## src/pdlm_pkg.sv

```systemverilog
// Package for the clock synthesizer divider and lock monitor block.
// Assumes a single 100 MHz register clock; all other clocks are sampled as levels.
package pdlm_pkg;
    localparam int unsigned MCLK_PERIOD_NS = 10;
    localparam logic [3:0] ADDR_CTRL    = 4'h0;
    localparam logic [3:0] ADDR_DIV     = 4'h1;
    localparam logic [3:0] ADDR_STATUS  = 4'h2;
    localparam logic [3:0] ADDR_IRQ_ST  = 4'h3;
    localparam logic [3:0] ADDR_IRQ_EN  = 4'h4;
    localparam logic [3:0] ADDR_IRQ_CLR = 4'h5;
    // CTRL fields.
    localparam int unsigned CTRL_SRC_BIT   = 0;
    localparam int unsigned CTRL_SYSSEL_BIT = 1;
    localparam int unsigned CTRL_REFRNG_LSB = 4;
    localparam int unsigned CTRL_LOOPRNG_LSB = 6;
    // DIV fields.
    localparam int unsigned DIV_REF_LSB  = 0;
    localparam int unsigned DIV_FB_LSB   = 8;
    localparam int unsigned DIV_POST_LSB = 16;
    // Reset values: 1 MHz internal source, feedback 0x18, post 0x00.
    localparam logic [3:0] REF_DIV_RST  = 4'h0;
    localparam logic [5:0] FB_DIV_RST   = 6'h18;
    localparam logic [4:0] POST_DIV_RST = 5'h00;
    localparam logic [1:0] REF_RNG_RST  = 2'h0;
    localparam logic [1:0] LOOP_RNG_RST = 2'h1;
    // Status and interrupt bits.
    localparam int unsigned ST_LOCK_BIT  = 0;
    localparam int unsigned ST_REFOK_BIT = 1;
    localparam int unsigned IRQ_LOCK_BIT = 0;
    // Lock window in reference periods, and tolerances in feedback counts.
    localparam logic [3:0] WINDOW_REF_EDGES = 4'h8;
    localparam logic [3:0] LOCK_TOL   = 4'h1;
    localparam logic [3:0] UNLOCK_TOL = 4'h3;
    // Reference loss: no divided-reference tick seen for this many mclk cycles.
    localparam int unsigned REF_LOSS_NS = 20000;
    localparam int unsigned REF_LOSS_CYC = REF_LOSS_NS / MCLK_PERIOD_NS;
    typedef enum logic [1:0] {
        PDLM_IDLE   = 2'b00,
        PDLM_COUNT  = 2'b01,
        PDLM_JUDGE  = 2'b10
    } pdlm_state_t;
endpackage : pdlm_pkg

```

## src/pdlm_top.sv

```systemverilog
// Clock synthesizer digital side: reference, feedback and post dividers,
// frequency-comparing lock detector with hysteresis, and lock-change interrupt.
// Assumes the oscillator loop, crystal and 1 MHz clocks arrive as levels
// synchronous to mclk and slower than half its rate.
//
// Added by the designer: the address map and strobed register access.
`timescale 1ns/1ns
`default_nettype none
// Notes on behaviour
// - Feedback clock is the oscillator loop clock divided by feedback_divider plus one.
// - Divided reference is 1 MHz or crystal source divided by reference_divider plus one.
// - Lock is judged by comparing feedback and reference edge counts per window.
// - The in-tolerance flag is read-only; writes to it do nothing.
// - Flag sets inside lock tolerance and clears only outside wider unlock tolerance or on reference loss.
// - With enable set, every flag change raises an interrupt request.
// - Lost reference prevents lock and drops an existing lock.
// - After reset the reference comes from the internal 1 MHz source and the bus clock from the synthesized path.
module pdlm_top #(
    parameter int unsigned REF_LOSS_CYCLES = pdlm_pkg::REF_LOSS_CYC
) (
    input  wire logic        mclk,
    input  wire logic        srst,
    input  wire logic [3:0]  addr,
    input  wire logic [31:0] wdata,
    input  wire logic        wr,
    input  wire logic        rd,
    output var  logic [31:0] rdata,
    input  wire logic        internal_1mhz_source,
    input  wire logic        crystal_oscillator_clock,
    input  wire logic        oscillator_loop_clock,
    output var  logic        divided_reference_clock,
    output var  logic        feedback_clock,
    output var  logic        synthesized_clock,
    output var  logic        bus_clock,
    output var  logic [1:0]  reference_range_select,
    output var  logic [1:0]  loop_range_select,
    output var  logic        irq
);
    // Control registers. The lock and reference-ok flags are written only by the detector.
    logic       src_crystal_r;
    logic       sys_sel_pll_r;
    logic [1:0] ref_rng_r;
    logic [1:0] loop_rng_r;
    logic [3:0] reference_divider_r;
    logic [5:0] feedback_divider_r;
    logic [4:0] post_divider_r;
    logic       lock_r;
    logic       ref_ok_r;
    logic       irq_st_r;
    logic       tolerance_change_irq_enable_r;

    // Address decode, shared by the write strobes and the read mux.
    wire hit_ctrl    = addr == pdlm_pkg::ADDR_CTRL;
    wire hit_div     = addr == pdlm_pkg::ADDR_DIV;
    wire hit_status  = addr == pdlm_pkg::ADDR_STATUS;
    wire hit_irq_st  = addr == pdlm_pkg::ADDR_IRQ_ST;
    wire hit_irq_en  = addr == pdlm_pkg::ADDR_IRQ_EN;
    wire hit_irq_clr = addr == pdlm_pkg::ADDR_IRQ_CLR;
    // Status words have no write decode, so software cannot disturb the flags.
    wire wr_ctrl     = wr & hit_ctrl;
    wire wr_div      = wr & hit_div;
    wire wr_en       = wr & hit_irq_en;
    wire wr_clr      = wr & hit_irq_clr;

    // Source edges.
    wire src_lvl = src_crystal_r ? crystal_oscillator_clock : internal_1mhz_source;
    wire src_rise;
    wire loop_rise;
    // Switching the source mid-window spoils one judgement at most; the next
    // window starts clean from the following divided-reference tick.
    pdlm_edge u_src_edge (
        .mclk (mclk),
        .srst (srst),
        .lvl  (src_lvl),
        .rise (src_rise)
    );
    pdlm_edge u_loop_edge (
        .mclk (mclk),
        .srst (srst),
        .lvl  (oscillator_loop_clock),
        .rise (loop_rise)
    );

    wire ref_tick;
    wire ref_lvl;
    wire fb_tick;
    wire fb_lvl;
    wire post_tick;
    wire post_lvl;
    // All dividers count edge ticks instead of running on divided clocks, so
    // every flop stays in the mclk domain and no clock is gated or muxed.
    pdlm_div #(.W(4)) u_ref_div (
        .mclk     (mclk),
        .srst     (srst),
        .in_tick  (src_rise),
        .div      (reference_divider_r),
        .out_tick (ref_tick),
        .out_lvl  (ref_lvl)
    );
    pdlm_div #(.W(6)) u_fb_div (
        .mclk     (mclk),
        .srst     (srst),
        .in_tick  (loop_rise),
        .div      (feedback_divider_r),
        .out_tick (fb_tick),
        .out_lvl  (fb_lvl)
    );
    pdlm_div #(.W(5)) u_post_div (
        .mclk     (mclk),
        .srst     (srst),
        .in_tick  (loop_rise),
        .div      (post_divider_r),
        .out_tick (post_tick),
        .out_lvl  (post_lvl)
    );

    // With the synthesizer selected, bus clock toggles on each synthesized rising edge; else it toggles on each loop-clock rise, halving the loop clock.
    logic bus_div_r;
    wire  bus_src_tick = sys_sel_pll_r ? post_tick : loop_rise;

    // Lock detector: count feedback edges over a window of reference edges.
    // A slow reference lengthens every window, so the first lock takes at least
    // one whole window plus the judge cycle.
    pdlm_pkg::pdlm_state_t state_r;
    pdlm_pkg::pdlm_state_t state_nxt;
    logic [3:0]  ref_cnt_r;
    logic [7:0]  fb_cnt_r;
    logic [15:0] loss_cnt_r;

    // Unsigned distance; both operands are counts, so no sign is needed.
    function automatic logic [7:0] absdiff(input logic [7:0] a, input logic [7:0] b);
        absdiff = (a > b) ? a - b : b - a;
    endfunction : absdiff

    // Expected feedback edges equals window length in a locked loop.
    wire [7:0] err       = absdiff(fb_cnt_r, {4'h0, pdlm_pkg::WINDOW_REF_EDGES});
    wire       in_lock   = err <= {4'h0, pdlm_pkg::LOCK_TOL};
    wire       out_unl   = err > {4'h0, pdlm_pkg::UNLOCK_TOL};
    wire       ref_lost  = loss_cnt_r >= REF_LOSS_CYCLES[15:0];
    wire       window_end = ref_tick & (ref_cnt_r == pdlm_pkg::WINDOW_REF_EDGES - 4'h1);
    wire       fb_sat    = fb_cnt_r == 8'hff;

    // Idle waits for a reference tick so that the first window is a whole one.
    always_comb begin
        state_nxt = state_r;
        case (state_r)
            pdlm_pkg::PDLM_IDLE: begin
                if (ref_tick) begin
                    state_nxt = pdlm_pkg::PDLM_COUNT;
                end
            end
            pdlm_pkg::PDLM_COUNT: begin
                if (ref_lost) begin
                    state_nxt = pdlm_pkg::PDLM_IDLE;
                end else if (window_end) begin
                    state_nxt = pdlm_pkg::PDLM_JUDGE;
                end
            end
            pdlm_pkg::PDLM_JUDGE: begin
                state_nxt = pdlm_pkg::PDLM_COUNT;
            end
            default: begin
                state_nxt = pdlm_pkg::PDLM_IDLE;
            end
        endcase
    end

    // A stopped reference makes the comparison meaningless, so the loss counter
    // overrides the window result and drops the flag at once.
    // Hysteresis: set within the lock band, clear only beyond the unlock band.
    wire judge    = state_r == pdlm_pkg::PDLM_JUDGE;
    wire lock_nxt = ref_lost ? 1'b0 :
                    judge    ? (lock_r ? ~out_unl : in_lock) :
                               lock_r;
    wire lock_chg = lock_nxt ^ lock_r;

    always_ff @(posedge mclk) begin
        if (srst) begin
            state_r    <= pdlm_pkg::PDLM_IDLE;
            ref_cnt_r  <= 4'h0;
            fb_cnt_r   <= 8'h00;
            loss_cnt_r <= 16'h0000;
            lock_r     <= 1'b0;
            ref_ok_r   <= 1'b0;
        end else begin
            state_r  <= state_nxt;
            lock_r   <= lock_nxt;
            ref_ok_r <= ~ref_lost;
            // Missing reference edges let the counter climb until it holds at the loss limit, so loss is seen in bounded time.
            loss_cnt_r <= ref_tick ? 16'h0000 : (ref_lost ? loss_cnt_r : loss_cnt_r + 16'h0001);
            if (state_r != pdlm_pkg::PDLM_COUNT) begin
                ref_cnt_r <= 4'h0;
                fb_cnt_r  <= {7'h00, fb_tick};
            end else begin
                if (ref_tick) begin
                    ref_cnt_r <= ref_cnt_r + 4'h1;
                end
                if (fb_tick & ~fb_sat) begin
                    fb_cnt_r <= fb_cnt_r + 8'h01;
                end
            end
        end
    end

    // Registers written by software; the lock flag has no write path.
    always_ff @(posedge mclk) begin
        if (srst) begin
            src_crystal_r <= 1'b0;
            sys_sel_pll_r <= 1'b1;
            ref_rng_r     <= pdlm_pkg::REF_RNG_RST;
            loop_rng_r    <= pdlm_pkg::LOOP_RNG_RST;
        end else if (wr_ctrl) begin
            src_crystal_r <= wdata[pdlm_pkg::CTRL_SRC_BIT];
            sys_sel_pll_r <= wdata[pdlm_pkg::CTRL_SYSSEL_BIT];
            ref_rng_r     <= wdata[pdlm_pkg::CTRL_REFRNG_LSB +: 2];
            loop_rng_r    <= wdata[pdlm_pkg::CTRL_LOOPRNG_LSB +: 2];
        end
    end

    always_ff @(posedge mclk) begin
        if (srst) begin
            reference_divider_r <= pdlm_pkg::REF_DIV_RST;
            feedback_divider_r  <= pdlm_pkg::FB_DIV_RST;
            post_divider_r      <= pdlm_pkg::POST_DIV_RST;
        end else if (wr_div) begin
            reference_divider_r <= wdata[pdlm_pkg::DIV_REF_LSB +: 4];
            feedback_divider_r  <= wdata[pdlm_pkg::DIV_FB_LSB +: 6];
            post_divider_r      <= wdata[pdlm_pkg::DIV_POST_LSB +: 5];
        end
    end

    // Sticky status: a new change in the clear cycle wins over the clear.
    // The interrupt pin lags the status bit by one cycle because it is registered.
    always_ff @(posedge mclk) begin
        if (srst) begin
            irq_st_r                      <= 1'b0;
            tolerance_change_irq_enable_r <= 1'b0;
        end else begin
            irq_st_r <= lock_chg | (irq_st_r & ~(wr_clr & wdata[pdlm_pkg::IRQ_LOCK_BIT]));
            if (wr_en) begin
                tolerance_change_irq_enable_r <= wdata[pdlm_pkg::IRQ_LOCK_BIT];
            end
        end
    end

    // Read mux. Read data is zero outside the answer cycle, so several slaves
    // can share one return bus through a plain OR.
    wire [31:0] ctrl_rd = {24'h000000, loop_rng_r, ref_rng_r, 2'h0, sys_sel_pll_r, src_crystal_r};
    wire [31:0] div_rd  = {11'h000, post_divider_r, 2'h0, feedback_divider_r,
                           4'h0, reference_divider_r};
    wire [31:0] st_rd   = {30'h00000000, ref_ok_r, lock_r};
    wire [31:0] rd_mux  = hit_ctrl   ? ctrl_rd :
                          hit_div    ? div_rd :
                          hit_status ? st_rd :
                          hit_irq_st ? {31'h00000000, irq_st_r} :
                          hit_irq_en ?
                              {31'h00000000, tolerance_change_irq_enable_r} :
                          32'h00000000;

    // Range outputs reset to the control defaults, so the analog loop starts
    // with a sane bandwidth before software writes the control word.
    always_ff @(posedge mclk) begin
        if (srst) begin
            rdata                  <= 32'h00000000;
            reference_range_select <= pdlm_pkg::REF_RNG_RST;
            loop_range_select      <= pdlm_pkg::LOOP_RNG_RST;
            irq                    <= 1'b0;
        end else begin
            rdata                  <= rd ? rd_mux : 32'h00000000;
            reference_range_select <= ref_rng_r;
            loop_range_select      <= loop_rng_r;
            irq                    <= irq_st_r & tolerance_change_irq_enable_r;
        end
    end

    // Every clock output leaves through a flop, so each edge is one mclk late.
    always_ff @(posedge mclk) begin
        if (srst) begin
            divided_reference_clock <= 1'b0;
            feedback_clock          <= 1'b0;
            synthesized_clock       <= 1'b0;
            bus_div_r               <= 1'b0;
            bus_clock               <= 1'b0;
        end else begin
            divided_reference_clock <= ref_lvl;
            feedback_clock          <= fb_lvl;
            synthesized_clock       <= post_lvl;
            bus_div_r               <= bus_src_tick ? ~bus_div_r : bus_div_r;
            bus_clock               <= bus_div_r;
        end
    end
endmodule : pdlm_top
`default_nettype wire

```

## src/pdlm_edge.sv

```systemverilog
// Rising-edge detector for a level-sampled clock.
// Assumes the input is synchronous to mclk.
`timescale 1ns/1ns
`default_nettype none
module pdlm_edge (
    input  wire logic mclk,
    input  wire logic srst,
    input  wire logic lvl,
    output var  logic rise
);
    logic lvl_r;
    always_ff @(posedge mclk) begin
        if (srst) begin
            lvl_r <= 1'b0;
        end else begin
            lvl_r <= lvl;
        end
    end
    assign rise = lvl & ~lvl_r;
endmodule : pdlm_edge
`default_nettype wire

```

## src/pdlm_div.sv

```systemverilog
// Programmable divider: one output toggle-free pulse train of rate in/(div+1).
// Assumes in_tick is a one-cycle pulse per source edge.
`timescale 1ns/1ns
`default_nettype none
module pdlm_div #(
    parameter int unsigned W = 6
) (
    input  wire logic         mclk,
    input  wire logic         srst,
    input  wire logic         in_tick,
    input  wire logic [W-1:0] div,
    output var  logic         out_tick,
    output var  logic         out_lvl
);
    logic [W-1:0] cnt_r;
    wire          wrap = (cnt_r >= div);
    always_ff @(posedge mclk) begin
        if (srst) begin
            cnt_r    <= '0;
            out_tick <= 1'b0;
            out_lvl  <= 1'b0;
        end else begin
            out_tick <= in_tick & wrap;
            if (in_tick) begin
                cnt_r <= wrap ? '0 : cnt_r + 1'b1;
            end
            // A divide-by-one output has no midpoint, so it mirrors the source ticks.
            if (div == '0) begin
                out_lvl <= in_tick;
            end else if (in_tick & (wrap | (cnt_r == (div >> 1)))) begin
                out_lvl <= wrap;
            end
        end
    end
endmodule : pdlm_div
`default_nettype wire

```

## config.mk

```make
export PLATFORM = sky130hd
export DESIGN_NAME = pdlm_top
export DESIGN_NICKNAME = d
export VERILOG_FILES = /design/src/pdlm_pkg.sv /design/src/pdlm_top.sv /design/src/pdlm_edge.sv /design/src/pdlm_div.sv
export SDC_FILE = /design/constraint.sdc
export NUM_CORES = 1
export LEC_CHECK = 0
export CAP_MARGIN = 20
export CORE_AREA = 8 8 121 123
export DETAILED_ROUTE_END_ITERATION = 8
export DIE_AREA = 0 0 129 131
export DONT_BUFFER_PORTS = 1
export PLACE_DENSITY = 0.62
export SETUP_SLACK_MARGIN = 0.2
export SYNTH_ARGS = -nofsm -noshare
export SYNTH_HDL_FRONTEND = slang
export SYNTH_HIERARCHICAL = 1
export SYNTH_SLANG_ARGS = --single-unit
```

## constraint.sdc

```tcl
create_clock -name mclk -period 4 [get_ports mclk]
set_input_delay 1 -clock mclk [delete_from_list [all_inputs] [get_ports mclk]]
set_output_delay 1 -clock mclk [all_outputs]
set_load 0.01 [all_outputs]
```

==> Flow_metrics.wiki <==
{| class="wikitable"
! Metric !! Value
|-
| Synthesized area per cell || 9.11 µm²
|-
| Cell internal power dissipation || 0.00159 W
|-
| Post-synthesis compound-gate area fraction || 10.1%
|-
| Post-CTS Repair Setup Buffers || 0
|-
| RePlAce Congestion || 0.792
|-
| Buffer depth of the longest clock path || 2
|-
| Site row count || 42
|-
| Overall via count from detail_route || 3,587
|-
| Synth top area share || 42.8%
|-
| Number of levels in the clock H-tree || 3
|-
| Drt drc || 0
|-
| Antenna-violating nets left || 0
|-
| Result of the run || finished, final reports clean
|-
| Pin count of the biggest net entering global routing || 57
|-
| Placed wire-length estimate || 7.30 mm
|-
| All-Layer GR Usage || 12.0%
|-
| Primary flip-flop cell chosen by synthesis mapping || sky130_fd_sc_hd__dfxtp_1
|-
| Fraction of final layout cells with drive strength greater than 1 || 7.34%
|-
| P per Cell Area || 382 nW/µm²
|-
| Post-synth top area cell || sky130_fd_sc_hd__dfxtp_1
|-
| # port buffers || 0
|-
| Filler cell count || 1,259
|-
| Hold buffers post-CTS || 0
|-
| Post-synthesis simple-gate area fraction || 23.4%
|-
| Number of endpoints with negative hold slack in the final report || 0
|-
| Sequential cell fraction of total power || 54.0%
|-
| FF+latch count, synth || 107
|-
| TritonCTS clock tree || built
|-
| # nets final || 611
|-
| Sequential share of the synthesized area || 42.8%
|-
| Post-Synthesis Cell Area || 5000 µm²
|-
| Later-pin clock latency in the skew report || 0.35 ns
|-
| Switching power share of the total || 22.6%
|-
| Critical path capture point type || register
|-
| Count of flip-flops with a built-in enable after synthesis || 0
|-
| Number of top-level pins || 84
|-
| Detailed Route Iter0 Violations || 187
|-
| Floorplan die width || 129 µm
|-
| Area Overhead vs Synth || 7.35%
|-
| Total clock buffers created by CTS || 9
|-
| Final critical delay including setup and external delays || 2.38 ns
|-
| Element type at the critical path start || register
|-
| Total length of routed wires || 9.83 mm
|-
| Final setup violation count || 0
|-
| Total negative slack for setup checks || 0 ns
|-
| Peak supply drop || 225 µV
|-
| Post-route worst setup slack || 1.62 ns
|-
| WS Path Type || register to register
|-
| Hold slack || 0.465 ns
|-
| Global route total overflow || 0
|-
| Number of iterations in the first detailed-routing pass || 4
|-
| Net switching component of the power || 0.000464 W
|-
| Synth unique cells || 65
|-
| Largest family of logic cells by synthesized area || simple AND/OR/NAND/NOR gates
|-
| Max-Slew Margin vs Limit || 55.6%
|-
| YS warnings || 6
|-
| Effective utilization at floorplan || 38.9%
|-
| Post-route non-filler standard cell count || 721
|-
| Sinks on the clock net || 107
|-
| Arrival time worst endpoint || 2.64 ns
|-
| Minimum setup slack after placement || 1.63 ns
|-
| Core Footprint || 12,900 µm²
|-
| Wire length per cell after detailed routing || 13.6 µm
|-
| Antenna diode count || 0
|-
| Maximum fanout along the worst path || 8
|-
| Clock group share of total power || 41.3%
|-
| Unrepaired setup endpoints after global routing || false
|-
| Clock transition at the register clock pins on the worst setup and hold paths after CTS || 0.07 ns
|-
| Height of the die || 131 µm
|-
| Cells after Synth || 549
|-
| Share of flip-flops with an asynchronous set or reset || 0%
|-
| Max-Cap Viols || 0
|-
| Commonest cells in the netlist || sky130_fd_sc_hd__dfxtp_1, sky130_fd_sc_hd__nor2_1, sky130_fd_sc_hd__nand2_1
|-
| Portion of netlist area occupied by mux cells || 2.83%
|-
| Adder-cell area share of the yosys netlist || 7.00%
|-
| Final max-slew violation count || 0
|-
| Clock Root Buffer || sky130_fd_sc_hd__clkbuf_16
|-
| Post-placement cell count || 705
|-
| Cell types occupying the most area after synthesis || sky130_fd_sc_hd__dfxtp_1, sky130_fd_sc_hd__ha_1, sky130_fd_sc_hd__nor2_1
|-
| Most frequently used cell type in the post-synthesis netlist || sky130_fd_sc_hd__dfxtp_1
|-
| Worst Tran Pin Value || 0.664 ns
|-
| Final critical-path share of the clock period || 59.4%
|-
| Area of the die || 16,900 µm²
|-
| Post-DR vias/cell || 4.98
|-
| First-pass GRT wire length || 16.4 mm
|-
| Post-route clock skew || 0.00639 ns
|-
| Standby leakage power || 2.05 nW
|-
| Number of global-route vias before repair || 3,506
|-
| Maximum achievable frequency || 0.421 GHz
|-
| Required time worst endpoint || 4.26 ns
|-
| Number of cells upsized or downsized after cts || 0
|-
| Combinational share of power || 4.7%
|-
| Synthesized-area fraction occupied by xor and xnor cells || 7.50%
|-
| Worst hold-check path type || register to register
|-
| Number of antenna violations at the first check in global routing || 0
|}
[critical path: stages (launching register included)]
cell and delay, ns:
sky130_fd_sc_hd__dfxtp_1 0.47, sky130_fd_sc_hd__inv_1 0.21, sky130_fd_sc_hd__ha_1 0.28, sky130_fd_sc_hd__or2_0 0.21
sky130_fd_sc_hd__a221o_1 0.36, sky130_fd_sc_hd__a2111oi_4 0.36, sky130_fd_sc_hd__o221ai_2 0.14, sky130_fd_sc_hd__a311oi_2 0.26
[flip-flops by register name, summed over array words and instances, names as in the netlist, 2 cells and up]
signal,flops
feedback_divider_r,6
rdata,19
ref_rng_r,2
fb_cnt_r,8
reference_range_select,2
u_fb_div/cnt_r,6
ref_cnt_r,4
loop_range_select,2
u_post_div/cnt_r,5
u_ref_div/cnt_r,4
loop_rng_r,2
post_divider_r,5
loss_cnt_r,16
state_r,2
reference_divider_r,4
[stage by stage]
step / util (%) / total power (W) / instance area (µm²)
final: 41.7 / 0.00205 / 5370
after floorplan: - / 0.00123 / 5050
after global routing: 41.7 / 0.00214 / 5370
after CTS: 41.7 / 0.00208 / 5370
after global placement: 39.5 / 0.00122 / 5080
after detailed placement: 39.5 / 0.00123 / 5080
[cells by family after synthesis]
group,Yosys count
other cells,1
buf+inv,65
fa+ha+maj,28
compound gates,69
mux,14
xor+xnor,42
flops,107
simple gates,223
[placed cells by master (no fill, tap or decap), types with 3 or more instances in the layout]
cell type / n
sky130_fd_sc_hd__dfxtp_1: 107
sky130_fd_sc_hd__nor2_1: 63
sky130_fd_sc_hd__nand2_1: 49
sky130_fd_sc_hd__inv_1: 32
sky130_fd_sc_hd__ha_1: 28
sky130_fd_sc_hd__a21oi_1: 25
sky130_fd_sc_hd__and2_1: 23
sky130_fd_sc_hd__xnor2_1: 21
sky130_fd_sc_hd__xor2_1: 20
sky130_fd_sc_hd__mux2i_1: 13
sky130_fd_sc_hd__nand4_1: 13
sky130_fd_sc_hd__nor2b_1: 13
sky130_fd_sc_hd__conb_1: 13
sky130_fd_sc_hd__nand3_1: 11
sky130_fd_sc_hd__nor3_1: 10
sky130_fd_sc_hd__o21ai_0: 10
sky130_fd_sc_hd__clkbuf_16: 9
sky130_fd_sc_hd__nand3b_1: 6
sky130_fd_sc_hd__nor4_1: 6
sky130_fd_sc_hd__nor3b_1: 4
sky130_fd_sc_hd__nand2b_1: 4
sky130_fd_sc_hd__nor2b_4: 4
sky130_fd_sc_hd__o21a_1: 3
sky130_fd_sc_hd__a211oi_1: 3
[per-layer routing]
| metal | share of wire (%) | up-vias | GRT usage, % | routed length [µm] |
|---|---|---|---|---|
| met3 | 5.7 | 15 | 3.90 | 556 |
| met2 | 48 | 63 | 20.2 | 4710 |
| li1 | - | 1798 | - | - |
| met4 | 1.6 | 0 | 4.49 | 159 |
| met1 | 45 | 1711 | 14.0 | 4410 |
| met5 | 0 | - | 0 | 0 |
[path summary, 6_finish.rpt]
check	startpoint	endpoint	slack, ns	cells past startpoint
max	fb_cnt_r[3]$_SDFFE_PP0P_	irq_st_r$_SDFF_PP0_	1.62	7
min	irq_st_r$_SDFF_PP0_	irq$_SDFF_PP0_	0.46	2
max reg2reg	fb_cnt_r[3]$_SDFFE_PP0P_	irq_st_r$_SDFF_PP0_	1.62	7
min reg2reg	irq_st_r$_SDFF_PP0_	irq$_SDFF_PP0_	0.46	2
[power groups by stage]
stage	combinational, W	clock (W)	sequential, W
finish	0.0000973	0.000847	0.00111
global route	0.000113	0.000921	0.00111
CTS	0.0000978	0.000870	0.00111
detailed placement	0.0000973	0	0.00113
global placement	0.0000923	0	0.00113
floorplan	0.000101	0	0.00113
[area by class of cell]
type                       count  area, µm²  share of cell area, %
clock buffer                  12        256                   4.78
clock inverter                 4       32.5                  0.606
inverter                      32        120                   2.24
multi-input combinational    389       2590                   48.3
sequential                   107       2140                   39.9
tap                          176        220                   4.10
timing repair buffer           1       7.51                  0.140
Power figures use the tool's default switching activity.
